<file path="config.mk">
export PLATFORM = sky130hd
export DESIGN_NAME = tre_exc_unit
export DESIGN_NICKNAME = d
export VERILOG_FILES = /design/src/logic/tre_pkg.sv /design/src/logic/tre_rte_check.sv /design/src/logic/tre_irq_sel.sv /design/src/logic/tre_exc_unit.sv
export SDC_FILE = /design/constraint.sdc
export NUM_CORES = 1
export LEC_CHECK = 0
export BUFFER_PORTS_ARGS = -buffer_cell sky130_fd_sc_hd__buf_2
export CAP_MARGIN = 20
export CORE_AREA = 4 4 170 172
export CTS_BUF_LIST = sky130_fd_sc_hd__clkbuf_16
export DETAILED_ROUTE_END_ITERATION = 10
export DIE_AREA = 0 0 174 176
export PLACE_DENSITY = 0.69
export SLEW_MARGIN = 20
export SYNTH_ARGS = -nofsm -noshare
export SYNTH_HDL_FRONTEND = slang
export SYNTH_HIERARCHICAL = 1
export SYNTH_SLANG_ARGS = --single-unit
</file>
<file path="constraint.sdc">
create_clock -name clk -period 9.5 [get_ports clk]
set_input_delay 1.9 -clock clk [delete_from_list [all_inputs] [get_ports clk]]
set_output_delay 1.9 -clock clk [all_outputs]
set_load 0.03 [all_outputs]
</file>
<file path="src/logic/tre_pkg.sv">
package tre_pkg;
  // status word layout
  localparam int SR_T_BIT = 15;
  localparam int SR_S_BIT = 13;
  localparam int SR_M_BIT = 12;
  localparam int SR_MASK_HI = 10;
  localparam int SR_MASK_LO = 8;
  localparam logic [15:0] SR_RST = 16'h2700;
  // frame longword 0 layout
  localparam int FMT_HI = 31;
  localparam int FMT_LO = 28;
  localparam logic [3:0] FMT_MIN = 4'h4;
  localparam logic [3:0] FMT_MAX = 4'h7;
  // vector numbers
  localparam logic [7:0] VEC_FORMAT = 8'h0E;
  localparam logic [7:0] VEC_TRACE = 8'h09;
  localparam logic [7:0] VEC_DEBUG = 8'h0C;
  localparam logic [7:0] VEC_SPURIOUS = 8'h18;
  localparam logic [7:0] VEC_AUTO_BASE = 8'h18;
  localparam logic [7:0] VEC_TRAP_BASE = 8'h20;
  // register port
  localparam logic [7:0] REG_CTRL = 8'h00;
  localparam logic [7:0] REG_STATUS = 8'h04;
  localparam logic [7:0] REG_SR = 8'h08;
  localparam int CTRL_AUTOVEC_BIT = 0;
  localparam logic CTRL_AUTOVEC_RST = 1'b0;
  localparam int STAT_HALT_BIT = 0;
  localparam int STAT_STOP_BIT = 1;
  localparam int STAT_VEC_LO = 8;
  typedef enum logic [3:0] {
    TRE_IDLE = 4'b0000,
    TRE_EMIT = 4'b0001,
    TRE_INTERRUPT_ACKNOWLEDGE_CYCLE = 4'b0010,
    TRE_RTE_CHK = 4'b0011,
    TRE_RTE_SR = 4'b0100,
    TRE_RTE_FETCH = 4'b0101,
    TRE_RTE_SP = 4'b0110,
    TRE_RTE_JUMP = 4'b0111,
    TRE_STOPPED = 4'b1000,
    TRE_HALT = 4'b1001
  } tre_state_t;
endpackage

</file>
<file path="src/logic/tre_rte_check.sv">
`timescale 1ns/1ps
module tre_rte_check
  import tre_pkg::*;
(
  // stacked frame
  input wire logic [31:0] frame0,
  input wire logic [31:0] sp_inc,
  // decoded
  output logic fmt_ok,
  output logic [31:0] new_sp,
  output logic [15:0] frame_sr
);
  logic [3:0] fmt;
  always_comb begin
    fmt = frame0[FMT_HI:FMT_LO];
    fmt_ok = (fmt >= FMT_MIN) && (fmt <= FMT_MAX);
    new_sp = sp_inc + {28'h000_0000, fmt};
    frame_sr = frame0[15:0];
  end
endmodule

</file>
<file path="src/logic/tre_irq_sel.sv">
`timescale 1ns/1ps
module tre_irq_sel
  import tre_pkg::*;
(
  // request and mask
  input wire logic [2:0] irq_level,
  input wire logic [2:0] irq_mask,
  input wire logic autovec_en,
  // decision
  output logic irq_take,
  output logic use_interrupt_acknowledge_cycle,
  output logic [7:0] auto_vec
);
  always_comb begin
    irq_take = irq_level > irq_mask;
    use_interrupt_acknowledge_cycle = irq_take && !autovec_en;
    auto_vec = VEC_AUTO_BASE + {5'h00, irq_level};
  end
endmodule

</file>
<file path="src/logic/tre_exc_unit.sv">
// Functional notes
// - trace exception after each instruction when enabled; here trap and return instructions take no trace
// - instruction before halt traces with halt address
// - halt loads status, traces with new status
// - halt setting trace bit raises trace too
// - no hardware stacking; handler checks stacked bit
// - breakpoint gives internal vector 12, no acknowledge
// - debug keeps master bit and mask unchanged
// - return checks format, bad format faults
// - format fault stacks return instruction address
// - valid return: status, fetch, stack adjust, jump
// - software trap always takes an exception; here a breakpoint in the same cycle wins and the trap is dropped
// - interrupts recognised, device vector fetched
// - autovector option replaces device vector
// - fault during exception halts until reset
//
// Decided for this implementation: the address-and-strobe port and the register offsets.
`timescale 1ns/1ps
module tre_exc_unit
  import tre_pkg::*;
(
  // clock and reset
  input wire logic clk,
  input wire logic sys_rst,
  // register port
  input wire logic [7:0] reg_addr,
  input wire logic [31:0] reg_wdata,
  input wire logic reg_wr,
  input wire logic reg_rd,
  output logic [31:0] reg_rdata,
  // instruction completion
  input wire logic instr_done,
  input wire logic [31:0] instr_pc,
  input wire logic [31:0] next_pc,
  input wire logic instr_is_stop,
  input wire logic [15:0] stop_imm,
  input wire logic instr_is_trap,
  input wire logic [3:0] trap_num,
  input wire logic instr_is_rte,
  input wire logic [31:0] rte_frame0,
  input wire logic [31:0] rte_sp_inc,
  input wire logic sr_wr,
  input wire logic [15:0] sr_wdata,
  input wire logic fault,
  // frame fetch
  output logic rte_fetch_req,
  input wire logic rte_fetch_ack,
  input wire logic [31:0] rte_fetch_data,
  // breakpoint and interrupt sources
  input wire logic bkpt_trig,
  input wire logic [2:0] irq_pin_level,
  // acknowledge cycle
  output logic interrupt_acknowledge_cycle_req,
  output logic [2:0] interrupt_acknowledge_cycle_level,
  input wire logic interrupt_acknowledge_cycle_ack,
  input wire logic interrupt_acknowledge_cycle_spurious,
  input wire logic [7:0] interrupt_acknowledge_cycle_vector,
  // exception entry and return
  output logic exc_valid,
  output logic [7:0] exc_vector,
  output logic [31:0] exc_pc,
  output logic [15:0] exc_sr,
  output logic [15:0] sr_out,
  output logic jump_valid,
  output logic [31:0] jump_pc,
  output logic sp_load,
  output logic [31:0] sp_value,
  output logic core_stopped,
  output logic core_halted
);
  tre_state_t state_r, state_nxt;
  logic [15:0] sr_r, sr_nxt;
  logic [7:0] vec_r, vec_nxt;
  logic [31:0] pc_r, pc_nxt;
  logic [15:0] ssr_r, ssr_nxt;
  logic keep_mask_r, keep_mask_nxt;
  logic [2:0] new_mask_r, new_mask_nxt;
  logic [31:0] frame0_r, frame0_nxt;
  logic [31:0] spinc_r, spinc_nxt;
  logic [31:0] jpc_r, jpc_nxt;
  logic [31:0] sp_r, sp_nxt;
  logic [2:0] lvl_r, lvl_nxt;
  logic autovec_r, autovec_nxt;
  logic [31:0] rdata_r, rdata_nxt;
  logic [2:0] irq_s1_r, irq_s2_r;
  logic fmt_ok, irq_take, use_interrupt_acknowledge_cycle;
  logic [31:0] new_sp;
  logic [15:0] frame_sr;
  logic [7:0] auto_vec;

  function automatic logic [15:0] sr_enter(input logic [15:0] s);
    sr_enter = s;
    sr_enter[SR_S_BIT] = 1'b1;
    sr_enter[SR_T_BIT] = 1'b0;
  endfunction

  tre_rte_check u_rte (
    .frame0(frame0_r),
    .sp_inc(spinc_r),
    .fmt_ok(fmt_ok),
    .new_sp(new_sp),
    .frame_sr(frame_sr)
  );

  tre_irq_sel u_irq (
    .irq_level(irq_s2_r),
    .irq_mask(sr_r[SR_MASK_HI:SR_MASK_LO]),
    .autovec_en(autovec_r),
    .irq_take(irq_take),
    .use_interrupt_acknowledge_cycle(use_interrupt_acknowledge_cycle),
    .auto_vec(auto_vec)
  );

  always_comb begin
    state_nxt = state_r;
    sr_nxt = sr_wr ? sr_wdata : sr_r;
    vec_nxt = vec_r;
    pc_nxt = pc_r;
    ssr_nxt = ssr_r;
    keep_mask_nxt = keep_mask_r;
    new_mask_nxt = new_mask_r;
    frame0_nxt = frame0_r;
    spinc_nxt = spinc_r;
    jpc_nxt = jpc_r;
    sp_nxt = sp_r;
    lvl_nxt = lvl_r;
    autovec_nxt = autovec_r;
    rdata_nxt = 32'h0000_0000;
    if (reg_wr && reg_addr == REG_CTRL) begin
      autovec_nxt = reg_wdata[CTRL_AUTOVEC_BIT];
    end
    if (reg_rd) begin
      unique case (reg_addr)
        REG_CTRL: rdata_nxt[CTRL_AUTOVEC_BIT] = autovec_r;
        REG_STATUS: begin
          rdata_nxt[STAT_HALT_BIT] = state_r == TRE_HALT;
          rdata_nxt[STAT_STOP_BIT] = state_r == TRE_STOPPED;
          rdata_nxt[STAT_VEC_LO +: 8] = vec_r;
        end
        REG_SR: rdata_nxt[15:0] = sr_r;
        default: rdata_nxt = 32'h0000_0000;
      endcase
    end
    unique case (state_r)
      TRE_IDLE, TRE_STOPPED: begin
        keep_mask_nxt = 1'b1;
        if (bkpt_trig) begin
          vec_nxt = VEC_DEBUG;
          pc_nxt = state_r == TRE_STOPPED ? pc_r : next_pc;
          ssr_nxt = sr_r;
          state_nxt = TRE_EMIT;
        end else if (state_r == TRE_IDLE && instr_done && instr_is_rte) begin
          frame0_nxt = rte_frame0;
          spinc_nxt = rte_sp_inc;
          pc_nxt = instr_pc;
          state_nxt = TRE_RTE_CHK;
        end else if (state_r == TRE_IDLE && instr_done && instr_is_trap) begin
          vec_nxt = VEC_TRAP_BASE + {4'h0, trap_num};
          pc_nxt = next_pc;
          ssr_nxt = sr_r;
          state_nxt = TRE_EMIT;
        end else if (state_r == TRE_IDLE && instr_done && instr_is_stop) begin
          sr_nxt = stop_imm;
          pc_nxt = next_pc;
          if (stop_imm[SR_T_BIT] || sr_r[SR_T_BIT]) begin
            vec_nxt = VEC_TRACE;
            ssr_nxt = stop_imm;
            state_nxt = TRE_EMIT;
          end else begin
            state_nxt = TRE_STOPPED;
          end
        end else if (state_r == TRE_IDLE && instr_done && sr_r[SR_T_BIT]) begin
          vec_nxt = VEC_TRACE;
          pc_nxt = next_pc;
          ssr_nxt = sr_r;
          state_nxt = TRE_EMIT;
        end else if (irq_take) begin
          if (state_r == TRE_IDLE) begin
            pc_nxt = next_pc;
          end
          ssr_nxt = sr_r;
          lvl_nxt = irq_s2_r;
          keep_mask_nxt = 1'b0;
          new_mask_nxt = irq_s2_r;
          vec_nxt = auto_vec;
          state_nxt = use_interrupt_acknowledge_cycle ? TRE_INTERRUPT_ACKNOWLEDGE_CYCLE : TRE_EMIT;
        end
      end
      TRE_INTERRUPT_ACKNOWLEDGE_CYCLE: begin
        if (interrupt_acknowledge_cycle_ack) begin
          vec_nxt = interrupt_acknowledge_cycle_spurious ? VEC_SPURIOUS : interrupt_acknowledge_cycle_vector;
          state_nxt = TRE_EMIT;
        end
      end
      TRE_EMIT: begin
        sr_nxt = sr_enter(sr_r);
        if (!keep_mask_r) begin
          sr_nxt[SR_MASK_HI:SR_MASK_LO] = new_mask_r;
          sr_nxt[SR_M_BIT] = 1'b0;
        end
        state_nxt = TRE_IDLE;
      end
      TRE_RTE_CHK: begin
        if (fmt_ok) begin
          state_nxt = TRE_RTE_SR;
        end else begin
          vec_nxt = VEC_FORMAT;
          ssr_nxt = sr_r;
          keep_mask_nxt = 1'b1;
          state_nxt = TRE_EMIT;
        end
      end
      TRE_RTE_SR: begin
        sr_nxt = frame_sr;
        state_nxt = TRE_RTE_FETCH;
      end
      TRE_RTE_FETCH: begin
        if (rte_fetch_ack) begin
          jpc_nxt = rte_fetch_data;
          state_nxt = TRE_RTE_SP;
        end
      end
      TRE_RTE_SP: begin
        sp_nxt = new_sp;
        state_nxt = TRE_RTE_JUMP;
      end
      TRE_RTE_JUMP: state_nxt = TRE_IDLE;
      TRE_HALT: state_nxt = TRE_HALT;
      default: state_nxt = TRE_IDLE;
    endcase
    if (fault && state_r != TRE_IDLE && state_r != TRE_STOPPED) begin
      state_nxt = TRE_HALT;
    end
  end

  always_ff @(posedge clk or posedge sys_rst) begin
    if (sys_rst) begin
      state_r <= TRE_IDLE;
      sr_r <= SR_RST;
      vec_r <= 8'h00;
      pc_r <= 32'h0000_0000;
      ssr_r <= 16'h0000;
      keep_mask_r <= 1'b1;
      new_mask_r <= 3'h0;
      frame0_r <= 32'h0000_0000;
      spinc_r <= 32'h0000_0000;
      jpc_r <= 32'h0000_0000;
      sp_r <= 32'h0000_0000;
      lvl_r <= 3'h0;
      autovec_r <= CTRL_AUTOVEC_RST;
      rdata_r <= 32'h0000_0000;
      irq_s1_r <= 3'h0;
      irq_s2_r <= 3'h0;
    end else begin
      state_r <= state_nxt;
      sr_r <= sr_nxt;
      vec_r <= vec_nxt;
      pc_r <= pc_nxt;
      ssr_r <= ssr_nxt;
      keep_mask_r <= keep_mask_nxt;
      new_mask_r <= new_mask_nxt;
      frame0_r <= frame0_nxt;
      spinc_r <= spinc_nxt;
      jpc_r <= jpc_nxt;
      sp_r <= sp_nxt;
      lvl_r <= lvl_nxt;
      autovec_r <= autovec_nxt;
      rdata_r <= rdata_nxt;
      irq_s1_r <= irq_pin_level;
      irq_s2_r <= irq_s1_r;
    end
  end

  assign reg_rdata = rdata_r;
  assign exc_valid = state_r == TRE_EMIT;
  assign exc_vector = vec_r;
  assign exc_pc = pc_r;
  assign exc_sr = ssr_r;
  assign sr_out = sr_r;
  assign rte_fetch_req = state_r == TRE_RTE_FETCH;
  assign interrupt_acknowledge_cycle_req = state_r == TRE_INTERRUPT_ACKNOWLEDGE_CYCLE;
  assign interrupt_acknowledge_cycle_level = lvl_r;
  assign sp_load = state_r == TRE_RTE_JUMP;
  assign sp_value = sp_r;
  assign jump_valid = state_r == TRE_RTE_JUMP;
  assign jump_pc = jpc_r;
  assign core_stopped = state_r == TRE_STOPPED;
  assign core_halted = state_r == TRE_HALT;

  logic plain_done;
  assign plain_done = instr_done && !instr_is_stop && !instr_is_trap && !instr_is_rte;
endmodule

</file>
==> metrics.txt, run 1 <==
Critical Path AT=around 2400 ps; Initial DRC Count=about 430; r2r setup slk=around 6300 ps; pwr/cell area=~250 mW/mm²; Highest Clock Rate=about 0.23 GHz; hold_buf cts=0; Hold Path Stages=0; RSZ-0062 raised after global routing=false; GR peak layer=met2; final hold slack=roughly 340 ps; Die H=around 180 µm; Tmin final=between 4000 and 5000 ps; routing usage on met1=23.8%; Clock Tree Buf Depth=3; status=finished, final reports clean; routed len/inst=between 15 and 20 µm; die area=slightly above 0.03 mm²; Skew-Pair Late Insertion Delay=roughly 530 ps; P&R area growth vs syn=25.5%; Ys Warns=6; final setup violation count=0; via count=roughly 8400; Cell Rows=between 60 and 70; kind of critical path=reg -> out; Layout Skew=20.8 ps; max-slew violations=0; grt ovf=0; setup bufs post-CTS=0; DP HPWL=22700 µm; initial core utilization=39.0%; Worst-Margin Slew=1040 ps; Clk pin slew, worst setup/hold paths=60 ps; HP Class=reg -> reg; met2 Use GR=33.4%; CTS tree=done; Fin. Hold Viols=0; maximum VDD drop=0.154 mV; DRC viols=0; Root Buffer=clkbuf_16; relative slew slack=a little under a third; Startpoint Class=register; FF-to-FF path depth=6; initial antenna violation count=3; max-cap viol count=0; GP Congestion=between 0.8 and 0.9; # nets final=around 1500; P_leak=between 7 and 8 nW; WP data required=7600 ps; Reg2Reg Capture Point=state_r[1]; most frequent cells in the layout=buf_2 (379), dfrtp_1 (214), mux2_2 (98); Core Region=approximately 0.027 mm²; commonest non-fill, non-tap cell in the layout=buf_2; total negative slack=0 ps; clock tree sinks=219; overall routing resource usage=19.0%; Filler cells=between 2000 and 3000; port bufs=379; drt via density=around 5; drt total wl=approximately 30000 µm; Post-Syn Instances=934; critical path fanouts, max=19; Synth Area per Inst=around 11 µm²; largest net degree at the start of global routing=86; via count of the first global-routing pass=~8600; wire length of the first global-routing pass=approximately 47000 µm; worst r2r src=state_r[2]; Hold Crit Start=irq_s1_r[0]; Mapped Area=roughly 0.011 mm²; post-CTS sizing=0; layout cells sized above 1=between 40% and 50%; CP Capture Type=primary output; Ports=around 440; Hold Path Sink=irq_s2_r[0]; met3 usage=roughly 4.2%; CTS Buf Count=25; DRT Pass-1 Iters=6; die width=174 µm; ANT nets after route=0; H-tree Lvls=1; Final Cycle Share=about 45%
## through the flow
stage	cells	setup slack, ps	area, µm²	utilization, %	power, mW
floorplan	952	1620	10800	-	2.16
global placement	1597	5240	12700	46.1	2.51
detailed placement	1597	5230	12700	46.2	2.54
CTS	1643	5190	13400	48.9	3.44
global route	1644	5030	13400	48.9	3.60
finish	1644	5220	13400	48.9	3.40
## how the worst max path moves through the flow
stage	to	startpoint	cells after the start	slack (ps)
floorplan	autovec_r	sys_rst	1	1620
global placement	state_r[1]	instr_done	6	5240
detailed placement	state_r[1]	instr_done	6	5230
CTS	sp_load	state_r[2]	3	5190
global route	jump_valid	state_r[2]	3	5030
finish	sp_load	state_r[2]	3	5220
## area by class of cell
| type | instances | area [µm²] | area share (%) |
|---|---|---|---|
| flip-flops and latches | 219 | 5490 | 40.8 |
| multi-input cells | 629 | 4740 | 35.3 |
| repair buffers | 387 | 1960 | 14.6 |
| clock buffers | 25 | 626 | 4.66 |
| well taps | 346 | 433 | 3.22 |
| clock inverters | 21 | 121 | 0.903 |
| inverters | 16 | 67.6 | 0.503 |
| diodes | 1 | 2.50 | 0.0186 |
## power by group
group | switching [mW] | leakage, nW | internal (mW)
clock network | 0.381 | 0.392 | 0.503
registers | 0.227 | 2.83 | 1.17
logic | 0.717 | 4.04 | 0.401
## worst max-delay path, cell delays in order (launching register included)
cell and delay, ps:
dfrtp_1 790, nand2b_1 330, nor2_1 440, buf_2 290
## state kept, by name, indices dropped and copies added, names as in the netlist
name,flops
exc_pc,32
jump_pc,32
sp_value,32
spinc_r,32
frame0_r,20
exc_sr,16
reg_rdata,16
sr_out,16
exc_vector,8
state_r,4
interrupt_acknowledge_cycle_level,3
irq_s1_r,3
irq_s2_r,3
autovec_r,1
keep_mask_r,1
## layer usage
metal	share of wire (%)	routed length, µm
met5	0.043	13
met4	2.4	712
met3	7.4	2230
met2	50	14900
met1	41	12200
(Power assumes the default switching activity.)
==> run 2, diff against run 1 <==
Clock period 9.5 ns to 4.2 ns, I/O delays scaled along.
==> run 2 against run 1 <==
Against the previous run:
- cell count up 0.43%
- setup slack lost 4200 ps
- clock power rose to 2.6 times the previous value
- clock skew is 2.5 ps higher
- global-route usage up 0.40 points
- highest routed layer unchanged
==> metrics.txt, run 2 (same netlist as run 1, synthesis figures left out) <==
die width=174 µm (unchanged); P_leak=7.34 nW (+1.1%); CP peak stage delay=810 ps (+20 ps); Core Region=0.0275 mm² (unchanged); CP Capture Type=primary output; Critical Path AT=2320 ps (-60 ps); initial core utilization=39.0% (unchanged); worst path buffer plus inverter count=1 (unchanged); largest net degree at the start of global routing=82 (-4.7%); grt ovf=0 (unchanged); drt via density=5.14 (+0.52%); FF-to-FF path depth=9 (+3); final setup violation count=0 (unchanged); relative slew slack=29.6% (-1.1 points); post-CTS sizing=0 (unchanged); kind of critical path=reg -> out; initial antenna violation count=6 (+3); via count=8482 (+0.95%); Fin. Hold Viols=0 (unchanged); Layout Skew=23.3 ps (+2.45 ps); GP Congestion=0.869 (+4.0%); pwr/cell area=587 mW/mm² (+130%); Non-Filler Instances=1651 (+0.43%); Cell Rows=61 (unchanged); H-tree Lvls=1 (unchanged); Worst path top cell family by delay=flip-flops; Root Buffer=clkbuf_16; hold_buf cts=0 (unchanged); overall routing resource usage=19.4% (+0.40 points); ANT nets after route=0 (unchanged); wire length of the first global-routing pass=48000 µm (+1.2%); max-slew violations=0 (unchanged); CTS Buf Count=25 (unchanged); Worst-Margin Slew=1050 ps (+15.8 ps); die area=0.0306 mm² (unchanged); Startpoint Class=register; RSZ-0062 raised after global routing=false; placed insts=1603 (+0.38%); via count of the first global-routing pass=8589 (+0.14%); max-cap viol count=0 (unchanged); Initial DRC Count=540 (+25%); Core Util, Final=49.5% (+0.62 points); Skew-Pair Late Insertion Delay=520 ps (about the same); Die H=176 µm (unchanged); layout cells sized above 1=43.0% (+0.22 points); drt total wl=31200 µm (+3.6%); routed len/inst=18.9 µm (+3.1%); critical path fanouts, max=19 (unchanged); HP Class=reg -> reg; Stages on worst setup path=3 (unchanged); setup bufs post-CTS=0 (unchanged); # nets final=1553 (+0.39%); Final Cycle Share=around 75%; Hold Path Stages=0 (unchanged); most frequent cells in the layout=buf_2 (379), dfrtp_1 (214), mux2_2 (98); GR peak layer=met2; Ports=439 (unchanged); Highest Clock Rate=between 0.3 and 0.4 GHz; CTS tree=done; storage element area=0.00549 mm² (unchanged); Tmin final=between 3000 and 4000 ps; port bufs=379 (unchanged); met2 Use GR=33.4% (about the same); DRT Pass-1 Iters=5 (-1); Clk pin slew, worst setup/hold paths=60 ps (about the same); routing usage on met1=24.4% (+0.62 points); P&R area growth vs syn=27.1%; Filler cells=2546 (-0.16%); total negative slack=0 ps (unchanged); clock tree sinks=219 (unchanged); met3 usage=4.71% (+0.47 points); DRC viols=0 (unchanged); Clock Tree Buf Depth=3 (unchanged); DP HPWL=23600 µm (+4.2%); WP data required=3360 ps (-4240 ps); CP max stage cell=dfrtp_1; commonest non-fill, non-tap cell in the layout=buf_2; maximum VDD drop=0.379 mV (+150%); critical-path cell list=nand2b_1 -> nor2_1 -> buf_2; status=finished, final reports clean; Multi-input gate area=0.00474 mm² (-0.13%)
-- run 2: changes by cell type in the layout (fill, tap and decap cells not counted), sizes merged --
cell    before  now
buf        387  393
bufinv       1    6
clkinv      12    7
diode        1    3
inv         23   22
-- run 2: per-stage QoR --
step           total power, mW  cell area [µm²]  hold WS, ps  worst slack, ps
2_1_floorplan             4.89            10800          331              510
3_3_place_gp              5.68            12700          332             1200
3_5_place_dp              5.75            12700          337             1200
4_1_cts                   8.08            13600          350             1030
5_1_grt                   8.45            13600          367              916
6_report                  7.99            13600          348             1040
-- run 2: worst register-to-register path: stages, from the launching register on --
cell	delay, ps
dfstp_2	640
inv_1	70
ha_1	290
and3_4	180
nor3_1	250
nor2_1	150
a21oi_4	610
buf_4	430
nor2_1	70
a21oi_1	140
-- run 2: where the power goes --
| group | internal, mW | total [mW] | switching [mW] | leakage [nW] |
|---|---|---|---|---|
| Sequential | 2.65 | 3.16 | 0.511 | 2.83 |
| Clock | 1.44 | 2.30 | 0.854 | 0.443 |
| Combinational | 0.912 | 2.54 | 1.62 | 4.06 |
-- run 2: path summary, 6_finish.rpt --
kind | startpoint | endpoint | slack (ps)
min | irq_s1_r[0] | irq_s2_r[0] | 350
max | state_r[2] | sp_load | 1040
min in group asynchronous | sys_rst | jump_pc[26] | 510
min reg2reg | irq_s1_r[0] | irq_s2_r[0] | 350
max in group asynchronous | sys_rst | sr_out[13] | 2670
max reg2reg | sr_out[10] | exc_pc[18] | 1270
-- run 2: final cells by class --
class                      count  share of cell area [%]
clock inverter                20                    1.76
inverter                      16                   0.469
sequential                   219                    40.3
antenna                        3                  0.0552
tap                          346                    3.18
timing repair buffer         393                    14.8
clock buffer                  25                    4.60
multi-input combinational    629                    34.8
-- run 2: routing by layer --
layer	wire (µm)	up-vias
met5	27	-
met4	762	4
met3	2450	58
met2	15400	350
met1	12500	4085
li1	-	3985
==> run 3, diff against run 2 <==
Settings changed: CORE_AREA 4 4 170 172 to 4 4 168 170, DIE_AREA 0 0 174 176 to 0 0 172 174, PLACE_DENSITY 0.69 to 0.73.
Clock period 4.2 ns to 2.6 ns, I/O delays scaled along.
==> run 3 against run 2 <==
Against the previous run:
- via count grew 3.0%
- sequential power grew 59%
- setup slack lost 950 ps
- die area shrank 2.3%
- clock power grew 40%
- cell count grew 1.0%
==> metrics.txt, run 3 (same netlist as run 1, synthesis figures left out) <==
Critical Path AT=1980 ps (-340 ps); largest net degree at the start of global routing=65 (-21%); CP peak stage delay=400 ps (-410 ps); placed insts=1623 (+1.2%); diode count=0 (-3); max-cap viol count=0 (unchanged); RSZ-0062 raised after global routing=false; Fin. Hold Viols=0 (unchanged); Cell Rows=60 (-1.6%); Worst path top cell family by delay=simple AND/OR/NAND/NOR gates; relative slew slack=43.8% (+14 points); DP HPWL=24100 µm (+1.9%); FF-to-FF path depth=10 (+1); Root Buffer=clkbuf_16; status=finished, final reports clean; worst path buffer plus inverter count=2 (+1); clock tree sinks=219 (unchanged); Highest Clock Rate=roughly 0.4 GHz; GP Congestion=0.926 (+6.6%); die width=172 µm (-1.1%); Pwr Total=12.7 mW (+58%); Skew-Pair Late Insertion Delay=530 ps (about the same); die area=0.0299 mm² (-2.3%); initial antenna violation count=4 (-2); DRT Pass-1 Iters=6 (+1); HP Class=in -> async; DRC viols=0 (unchanged); Startpoint Class=register; CP max stage cell=dfrtp_1; Non-Filler Instances=1668 (+1.0%); CTS Buf Count=25 (unchanged); grt ovf=0 (unchanged); Initial DRC Count=578 (+7.0%); CTS tree=done; kind of critical path=reg -> out; maximum VDD drop=0.587 mV (+55%); wire length of the first global-routing pass=48200 µm (+0.40%); pwr/cell area=920 mW/mm² (+57%); pre-CTS setup slack=180 ps (-1020 ps); H-tree Lvls=1 (unchanged); P_leak=7.42 nW (+1.2%); ANT nets after route=0 (unchanged); commonest non-fill, non-tap cell in the layout=buf_2; # nets final=1578 (+1.6%); critical path fanouts, max=13 (-6); overall routing resource usage=20.0% (+0.64 points); final worst slack=96.3 ps (-948 ps); Tmin final=about 2500 ps; most frequent cells in the layout=buf_2 (379), dfrtp_1 (211), mux2_2 (98); Final Cycle Share=roughly 96%; critical-path cell list=buf_4 -> nand2b_1 -> nor2_1 -> buf_2; drt via density=5.24 (+2.0%); WP data required=2080 ps (-1280 ps); via count=8738 (+3.0%); initial core utilization=40.1% (+1.1 points); Ports=439 (unchanged); hold_buf cts=0 (unchanged); Clk pin slew, worst setup/hold paths=60 ps (about the same); Core Region=0.0267 mm² (-2.7%); port bufs=379 (unchanged); CP Capture Type=primary output; Layout Skew=28.2 ps (+4.86 ps); via count of the first global-routing pass=8893 (+3.5%); Stages on worst setup path=4 (+1); Clock Tree Buf Depth=3 (unchanged); Die H=174 µm (-1.1%); final setup violation count=0 (unchanged); max-slew violations=0 (unchanged); Worst-Margin Slew=838 ps (-213 ps); P&R area growth vs syn=28.5%; layout cells sized above 1=44.4% (+1.4 points); drt total wl=31500 µm (+1.1%); Filler cells=2412 (-5.3%); routed len/inst=18.9 µm (about the same)
-- run 3: cell types whose count changed in the layout (fill, tap and decap cells not counted), sizes merged --
cell / change
clkinv: +4
diode: -3
inv: -1
clkinvlp: +2
buf: +25
bufinv: -5
-- run 3: area by class of cell --
class	count	area (µm²)	share of cell area (%)
multi-input cells	629	4740	34.5
well taps	341	427	3.10
flip-flops and latches	219	5490	39.9
inverters	16	63.8	0.464
repair buffers	418	2290	16.6
clock buffers	25	626	4.55
clock inverters	20	119	0.864
-- run 3: final timing paths --
kind                       slack, ps             to        startpoint
setup / recovery                 100  rte_fetch_req        state_r[3]
hold / removal                    20     exc_pc[31]           sys_rst
setup reg to reg                 130  exc_vector[3]        sr_out[10]
hold reg to reg                  340    irq_s2_r[0]       irq_s1_r[0]
max in group asynchronous       1810     exc_sr[13]           sys_rst
min in group clk                 120    irq_s1_r[1]  irq_pin_level[1]
-- run 3: metrics by stage --
step	TNS (ps)	hold slack, ps	instance area (µm²)	util, %
finish	0	21.4	13800	51.5
detailed placement	0	336	13000	48.7
CTS	0	18.4	13800	51.5
global route	0	36.7	13800	51.5
floorplan	-164950	331	10800	-
global placement	0	334	13000	48.7
-- run 3: timing repair --
item | 4_1_cts | 5_1_grt
setup endpoints to repair | 3 | 4
setup buffers | 0 | 0
pin swaps | 0 | 0
resized for setup | 3 | 2
-- run 3: per-layer routing --
layer	track usage, %	part of all wire (%)
met3	4.28	7.9
met1	25.0	40
met5	0	0.13
met2	34.3	49
met4	6.75	3.5
-- run 3: report_power, final --
part | total, mW | internal [mW] | switching [mW]
clock network | 3.23 | 1.84 | 1.39
registers | 5.03 | 4.29 | 0.740
logic | 4.40 | 1.61 | 2.79
total | 12.7 | 7.73 | 4.93
-- run 3: worst register-to-register path: cells and delay by family, from the launching register on --
family                     cells  cell delay [ps]
DFF                            1              540
AOI/OAI and AO/OA              1              120
adders and majority gates      1              280
muxes                          1              360
and+or+nand+nor                5              800
buffers and inverters          2              260
